$ cat src/hdl/ssr_pkg.sv
// Shared timing constants and encodings for the supply supervisor reset timer
package ssr_pkg;

  // Core clock
  localparam int unsigned CLK_HZ = 250_000_000;
  localparam int unsigned CLK_PERIOD_NS = 4;

  // Reset timeout period, typical figure, in milliseconds
  localparam int unsigned TIMEOUT_MS = 190;
  localparam int unsigned TIMEOUT_MIN_MS = 100;
  localparam int unsigned TIMEOUT_MAX_MS = 560;
  localparam int unsigned TIMEOUT_CYC = TIMEOUT_MS * (CLK_HZ / 1000);

  // Manual input: lows longer than the glitch time are qualified
  localparam int unsigned MAN_GLITCH_NS = 100;
  localparam int unsigned MAN_QUAL_CYC = MAN_GLITCH_NS / CLK_PERIOD_NS + 1;

  // Manual input: typical delay from falling edge to reset
  localparam int unsigned MAN_DELAY_US = 2;
  localparam int unsigned MAN_DELAY_CYC = (MAN_DELAY_US * 1000) / CLK_PERIOD_NS;
  localparam int unsigned MAN_WAIT_CYC = MAN_DELAY_CYC - MAN_QUAL_CYC;

  // Manual input: least guaranteed low time a driver must give
  localparam int unsigned MAN_MIN_PULSE_US = 10;

  // Supply dip tolerance: shallow dip and deep dip
  localparam int unsigned SUPPLY_GLITCH_US = 40;
  localparam int unsigned SUPPLY_QUAL_CYC = (SUPPLY_GLITCH_US * 1000) / CLK_PERIOD_NS + 1;
  localparam int unsigned SUPPLY_DEEP_US = 10;
  localparam int unsigned SUPPLY_DEEP_CYC = (SUPPLY_DEEP_US * 1000) / CLK_PERIOD_NS + 1;

  // Release of a supply cause is taken without delay; the timeout filters it
  localparam int unsigned SUPPLY_REL_CYC = 1;

  // Counter widths
  localparam int unsigned CNT_W = 32;
  localparam int unsigned FLT_W = 16;

  // Output levels
  localparam logic RST_ASSERTED = 1'b0;
  localparam logic RST_RELEASED = 1'b1;

  // Sequencer states
  typedef enum logic [1:0] {
    SSR_HOLD,
    SSR_TIMEOUT,
    SSR_RUN
  } ssr_state_t;

endpackage

$ cat src/hdl/ssr_glitch_filter.sv
// Two-sided glitch filter: output follows input only after a stable run
`timescale 1ns/1ns
module ssr_glitch_filter #(
  parameter int unsigned W = 16,
  parameter logic [W-1:0] SET_CYC = 16'h0001,
  parameter logic [W-1:0] CLR_CYC = 16'h0001
) (
  // Clock and reset
  input wire logic clk,
  input wire logic reset_n,
  // Synchronised active-high cause in, qualified cause out
  input wire logic raw_active,
  output logic qual_active
);

  logic [W-1:0] run_q;
  logic [W-1:0] limit;
  logic qual_q;

  // Threshold depends on the direction of the pending change
  assign limit = qual_q ? CLR_CYC : SET_CYC;
  assign qual_active = qual_q;

  // Count consecutive cycles that disagree with the output; any agree cycle restarts
  always_ff @(posedge clk or negedge reset_n)
  begin
    if (!reset_n)
    begin
      run_q <= '0;
      qual_q <= 1'b0;
    end
    else if (raw_active == qual_q)
    begin
      run_q <= '0;
    end
    else if (run_q + 1'b1 >= limit)
    begin
      run_q <= '0;
      qual_q <= raw_active;
    end
    else
    begin
      run_q <= run_q + 1'b1;
    end
  end

endmodule

$ cat src/hdl/ssr_top.sv
// Supervisory reset generator: supply and manual causes, glitch filters, timeout
`timescale 1ns/1ns
module ssr_top
  import ssr_pkg::*;
#(
  parameter int unsigned TIMEOUT_CYCLES = ssr_pkg::TIMEOUT_CYC,
  parameter int unsigned SUPPLY_QUAL_CYCLES = ssr_pkg::SUPPLY_QUAL_CYC,
  parameter int unsigned SUPPLY_DEEP_CYCLES = ssr_pkg::SUPPLY_DEEP_CYC
) (
  // Clock and reset
  input wire logic CORE_CLK,
  input wire logic RESET_N,
  // Comparator results, high while supply is below the trip level
  input wire logic SUPPLY_LOW,
  input wire logic SUPPLY_DEEP_LOW,
  // Manual reset pin, active low
  input wire logic MANUAL_RESET_IN_N,
  // Reset to the processor, open-drain style
  output logic RST_OUT_N,
  output logic RST_OUT_OE
);

  import ssr_pkg::*;

  localparam logic [FLT_W-1:0] MAN_QUAL_W = FLT_W'(MAN_QUAL_CYC);
  localparam logic [FLT_W-1:0] SUP_REL_W = FLT_W'(SUPPLY_REL_CYC);
  localparam logic [FLT_W-1:0] SUP_QUAL_W = FLT_W'(SUPPLY_QUAL_CYCLES);
  localparam logic [FLT_W-1:0] SUP_DEEP_W = FLT_W'(SUPPLY_DEEP_CYCLES);
  localparam logic [CNT_W-1:0] TIMEOUT_LAST = CNT_W'(TIMEOUT_CYCLES - 1);
  localparam logic [CNT_W-1:0] MAN_WAIT_LAST = CNT_W'(MAN_WAIT_CYC - 1);

  logic [1:0] sup_sync_q;
  logic [1:0] deep_sync_q;
  logic [1:0] man_sync_q;
  logic sup_low_f;
  logic deep_low_f;
  logic man_low_f;
  logic man_low_prev_q;
  logic man_pend_q;
  logic man_fire_q;
  logic [CNT_W-1:0] man_cnt_q;
  logic [CNT_W-1:0] tmo_cnt_q;
  ssr_state_t state_q;
  ssr_state_t state_d;
  logic cause;

  // Two-stage synchronisers; only the second stage is read by logic
  always_ff @(posedge CORE_CLK or negedge RESET_N)
  begin
    if (!RESET_N)
    begin
      sup_sync_q <= 2'h3;
      deep_sync_q <= 2'h3;
      man_sync_q <= 2'h3;
    end
    else
    begin
      sup_sync_q <= {sup_sync_q[0], SUPPLY_LOW};
      deep_sync_q <= {deep_sync_q[0], SUPPLY_DEEP_LOW};
      man_sync_q <= {man_sync_q[0], MANUAL_RESET_IN_N};
    end
  end

  // Shallow dips must outlast the long window before they count
  ssr_glitch_filter #(
    .W(FLT_W),
    .SET_CYC(SUP_QUAL_W),
    .CLR_CYC(SUP_REL_W)
  ) u_sup_flt (
    .clk(CORE_CLK),
    .reset_n(RESET_N),
    .raw_active(sup_sync_q[1]),
    .qual_active(sup_low_f)
  );

  // Deeper dips qualify in a shorter window, giving the falling tolerance curve
  ssr_glitch_filter #(
    .W(FLT_W),
    .SET_CYC(SUP_DEEP_W),
    .CLR_CYC(SUP_REL_W)
  ) u_deep_flt (
    .clk(CORE_CLK),
    .reset_n(RESET_N),
    .raw_active(deep_sync_q[1]),
    .qual_active(deep_low_f)
  );

  // Manual input is debounced in both directions with the glitch window
  ssr_glitch_filter #(
    .W(FLT_W),
    .SET_CYC(MAN_QUAL_W),
    .CLR_CYC(MAN_QUAL_W)
  ) u_man_flt (
    .clk(CORE_CLK),
    .reset_n(RESET_N),
    .raw_active(~man_sync_q[1]),
    .qual_active(man_low_f)
  );

  // Edge memory for the qualified manual low
  always_ff @(posedge CORE_CLK or negedge RESET_N)
  begin
    if (!RESET_N)
    begin
      man_low_prev_q <= 1'b0;
    end
    else
    begin
      man_low_prev_q <= man_low_f;
    end
  end

  // Propagation delay: once qualified, the request always fires, even if released early
  always_ff @(posedge CORE_CLK or negedge RESET_N)
  begin
    if (!RESET_N)
    begin
      man_pend_q <= 1'b0;
      man_cnt_q <= '0;
    end
    else if (man_low_f && !man_low_prev_q && !man_pend_q && !man_fire_q)
    begin
      man_pend_q <= 1'b1;
      man_cnt_q <= '0;
    end
    else if (man_pend_q && man_cnt_q >= MAN_WAIT_LAST)
    begin
      man_pend_q <= 1'b0;
      man_cnt_q <= '0;
    end
    else if (man_pend_q)
    begin
      man_cnt_q <= man_cnt_q + 1'b1;
    end
  end

  // Manual cause: set by the delay expiry, held while the input stays low
  always_ff @(posedge CORE_CLK or negedge RESET_N)
  begin
    if (!RESET_N)
    begin
      man_fire_q <= 1'b0;
    end
    else if (man_pend_q && man_cnt_q >= MAN_WAIT_LAST)
    begin
      man_fire_q <= 1'b1;
    end
    else if (!man_low_f)
    begin
      man_fire_q <= 1'b0;
    end
  end

  // Any live cause forces the hold state
  assign cause = sup_low_f | deep_low_f | man_fire_q;

  // Sequencer next state
  always_comb
  begin
    state_d = state_q;
    case (state_q)
      SSR_HOLD:
      begin
        if (!cause)
        begin
          state_d = SSR_TIMEOUT;
        end
      end
      SSR_TIMEOUT:
      begin
        if (cause)
        begin
          state_d = SSR_HOLD;
        end
        else if (tmo_cnt_q >= TIMEOUT_LAST)
        begin
          state_d = SSR_RUN;
        end
      end
      SSR_RUN:
      begin
        if (cause)
        begin
          state_d = SSR_HOLD;
        end
      end
      default:
      begin
        state_d = SSR_HOLD;
      end
    endcase
  end

  // State register; power-up enters hold so the full timeout always runs
  always_ff @(posedge CORE_CLK or negedge RESET_N)
  begin
    if (!RESET_N)
    begin
      state_q <= SSR_HOLD;
    end
    else
    begin
      state_q <= state_d;
    end
  end

  // Timeout counter restarts from zero on every entry, so good time must be continuous
  always_ff @(posedge CORE_CLK or negedge RESET_N)
  begin
    if (!RESET_N)
    begin
      tmo_cnt_q <= '0;
    end
    else if (state_q == SSR_TIMEOUT && !cause)
    begin
      tmo_cnt_q <= tmo_cnt_q + 1'b1;
    end
    else
    begin
      tmo_cnt_q <= '0;
    end
  end

  // Output flops; enable is high while the pin is pulled low
  always_ff @(posedge CORE_CLK or negedge RESET_N)
  begin
    if (!RESET_N)
    begin
      RST_OUT_N <= RST_ASSERTED;
      RST_OUT_OE <= 1'b1;
    end
    else
    begin
      RST_OUT_N <= (state_d == SSR_RUN) ? RST_RELEASED : RST_ASSERTED;
      RST_OUT_OE <= (state_d != SSR_RUN);
    end
  end

endmodule

$ cat config.mk
export PLATFORM = sky130hd
export DESIGN_NAME = ssr_top
export DESIGN_NICKNAME = d
export VERILOG_FILES = /design/src/hdl/ssr_pkg.sv /design/src/hdl/ssr_glitch_filter.sv /design/src/hdl/ssr_top.sv
export SDC_FILE = /design/constraint.sdc
export NUM_CORES = 1
export LEC_CHECK = 0
export BUFFER_PORTS_ARGS = -buffer_cell sky130_fd_sc_hd__buf_2
export CAP_MARGIN = 5
export CORE_MARGIN = 5
export CORE_UTILIZATION = 55
export CTS_CLUSTER_SIZE = 20
export DETAILED_ROUTE_END_ITERATION = 8
export PLACE_DENSITY = 0.7
export SLEW_MARGIN = 20
export SYNTH_ARGS = -nofsm -noshare
export SYNTH_HDL_FRONTEND = slang
export SYNTH_SLANG_ARGS = --single-unit
$ cat constraint.sdc
create_clock -name CORE_CLK -period 8 [get_ports CORE_CLK]
set_input_delay 1.6 -clock CORE_CLK [delete_from_list [all_inputs] [get_ports CORE_CLK]]
set_output_delay 1.6 -clock CORE_CLK [all_outputs]
set_load 0.02 [all_outputs]
==> impl_results.md <==
* DRT Pass-1 Iters at 6
* Vias in the first global route at roughly 4200
* Synth Flop Type: dfrtp_1
* First-pass GRT wire length at around 19 mm
* Pin count of the biggest net entering global routing at between 80 and 90
* # rows at 38
* Initial antenna violation count at 0
* CP cell instances: and4_1, nand2_1, nor4_1, xor2_1, ha_1, a221o_1, or4_4, and2b_1
* Hold Path Stages at 0
* Total setup buffers inserted after CTS at 0
* Crit end category: flop
* Ant diodes at 0
* Total grt overflow at 0
* Relative max-transition margin at about a third
* Fillers at 882
* Peak supply drop at roughly 0.00017 V
* Worst Path Max Fanout at 13
* Tmin final at 3100 ps
* DR DRC count at 0
* Worst-path clk slew at 60 ps
* Clock skew at around 5.6 ps
* Number of nets in the layout at 638
* Worst R2R Setup Slack at ~5000 ps
* Hpwl dp at about 7.3 mm
* 1st-iter DRT viols at between 200 and 300
* # IOs at 7
* Final instance area at 0.00687 mm^2
* Post-synthesis instance total at just under 600
* Routed WL at 10.8 mm
* Placement Cell Area at around 0.0063 mm^2
* Most common cell after layout, fill and taps aside: dfrtp_1
* Resized Gates After CTS at 0
* Setup_tns at 0 ps
* Tightest Pin Transition at just over 1000 ps
* WP data required at roughly 8500 ps
* GRT Total Usage at between 15 and 20%
* Status: finished clean
* Wire length per cell at between 10 and 15 um
* Layout cells sized above 1 at under 10%
* CTS Sinks at 128
* CTS tree: done
* Startpoint types: flop
* Pwr dens at roughly 220 mW/mm^2
* Die area at around 0.013 mm^2
* Crit path arrival time at between 3000 and 4000 ps
* DR vias/cell at roughly 5.6
* Worst R2R Start: u_sup_flt.run_q[3]
* CTS Buf Count at 17
* Worst-Skew Late Latency at 520 ps
* Fmax at 322 MHz
* Synth unique cells at 61
* Fin. Hold Viols at 0
* Ys Warns at 0
* Die X at between 100 and 150 um
* Routed Antenna Nets at 0
* Hold Startpoint: sup_sync_q[0]
* Worst path max stage delay at about 650 ps
* RD Place Congestion at between 0.8 and 0.9
* Crit-path slowest cell: or4_4
* Max Slew Vio Count at 0
* Lkg Pwr at approximately 3.1 nW
* Setup violators final at 0
* Synthesized area at 0.00610 mm^2
* RSZ-0062 raised after global routing: no
* Root buffer cell: clkbuf_8
* DIE HEIGHT at 115 um
* Post-synth EDFFs at 0
* CTS max path bufs at 2
* CP Class: flop to flop
* Syn_area_per_cell at between 10 and 15 um^2
* Vias at around 4300
* Max Cap Viol at 0
* Hold Path Class: flop to flop
* Register bit total from synthesis at about 130
* IO Port Bufs at 6
* Register area share after synthesis at a little over half
* Commonest cells after routing, fill and taps aside: dfrtp_1 (121), nor2_1 (69), xor2_1 (41)
* Reg2Reg Depth at 8
* Final Cycle Share at 38.8%
* Min-Delay Endpoint: sup_sync_q[1]
* R2R Path End: u_sup_flt.run_q[8]
* Core Box Area at ~0.011 mm^2
* Layout area overhead at 12.6%
* H-Tree Depth at 4
* Initial Util at between 50% and 60%
* Ys async rst share at between 90% and 100%
* Post-CTS Hold Fix Bufs at 0
layout make-up:
type,instances,area [um^2],share of cell area (%)
Multi-Input combinational cell,439,2820,41.0
Timing Repair Buffer,8,51.3,0.747
Tap cell,140,175,2.55
Clock inverter,13,116,1.69
Inverter,17,63.8,0.929
Clock buffer,19,432,6.29
Sequential cell,128,3210,46.8
worst max path at each step:
stage / to / depth (start not counted) / slack [ps] / startpoint
final: u_sup_flt.run_q[8] / 8 / 4900 / u_sup_flt.run_q[3]
after global routing: u_sup_flt.run_q[8] / 8 / 4690 / u_sup_flt.run_q[3]
after CTS: u_sup_flt.run_q[8] / 8 / 4900 / u_sup_flt.run_q[3]
after detailed placement: u_deep_flt.run_q[0] / 2 / 4880 / RESET_N
after global placement: u_deep_flt.run_q[0] / 2 / 4920 / RESET_N
after floorplan: u_sup_flt.run_q[2] / 10 / 5260 / u_sup_flt.run_q[2]
flip-flops by register name, indices dropped and copies added, names as in the netlist:
register / cells
RST_OUT_N: 1
RST_OUT_OE: 1
deep_sync_q: 2
man_cnt_q: 32
man_fire_q: 1
man_low_prev_q: 1
man_pend_q: 1
man_sync_q: 2
state_q: 2
sup_sync_q: 2
tmo_cnt_q: 32
u_deep_flt.qual_active: 1
u_deep_flt.run_q: 16
u_man_flt.qual_active: 1
u_man_flt.run_q: 16
u_sup_flt.qual_active: 1
u_sup_flt.run_q: 16
through the flow:
step           setup slack [ps]  total power, mW  cells  util [%]  hold slack, ps
4_1_cts                    4900             1.50    764      63.3             359
5_1_grt                    4690             1.55    764      63.4             365
2_1_floorplan              5260            0.765    598         -             345
6_report                   4900             1.48    764      63.4             357
3_3_place_gp               4920            0.792    732      58.3             347
3_5_place_dp               4880            0.798    732      58.3             348
cell families after synthesis:
kind of cell	after synthesis	share of synthesized area (%)
AND/OR/NAND/NOR	274	24.2
flip-flops	128	52.6
XOR/XNOR	62	8.90
AO/OA/AOI/OAI	59	6.62
buffers and inverters	31	2.15
adder cells (fa/ha/maj)	22	4.51
multiplexers	5	0.902
other	1	0.0615
where the power goes:
group / switching (mW) / internal [mW] / leakage (nW)
clock: 0.278 / 0.418 / 0.252
sequential: 0.0276 / 0.675 / 1.69
combinational: 0.0502 / 0.0333 / 1.11
total: 0.356 / 1.13 / 3.06
synth_stat cells, drive strengths merged, types with 3 or more instances:
cell    count  area [um^2]
buf         5         33.8
xnor2      21          184
nor3        9         45.0
nor3b       4         30.0
ha         22          275
and4        8         70.1
nor4       11         75.1
clkbuf      9         33.8
a21oi       6         30.0
and3       21          131
and2       20          125
o21ai      18         90.1
or4         6         48.8
nand3      34          175
o31ai       6         45.0
nor2b      14         92.6
inv        17         63.8
xor2       41          359
nand2      35          131
dfstp       7          184
and2b       3         22.5
nand4      22          144
nor2       69          259
a31oi       3         18.8
nand2b      7         43.8
mux2        4         45.0
dfrtp     121         3030
or3         5         31.3
a211oi      5         37.5
critical path: cells and delay by family, from the launching register on:
kind                       cells  cell delay [ps]
adders and majority gates      1              290
xor gates and xnor gates       1              230
AOI/OAI and AO/OA              1              360
and+or+nand+nor                5             1640
DFF                            1              510
per-layer routing:
metal / part of all wire, % / up-vias / GRT usage (%)
met5: 0 / - / 0
met2: 50 / 51 / 29.3
met1: 46 / 2101 / 22.8
met3: 2.6 / 11 / 5.26
li1: - / 2087 / -
met4: 1.2 / 0 / 6.73
Power figures use the tool's default switching activity.
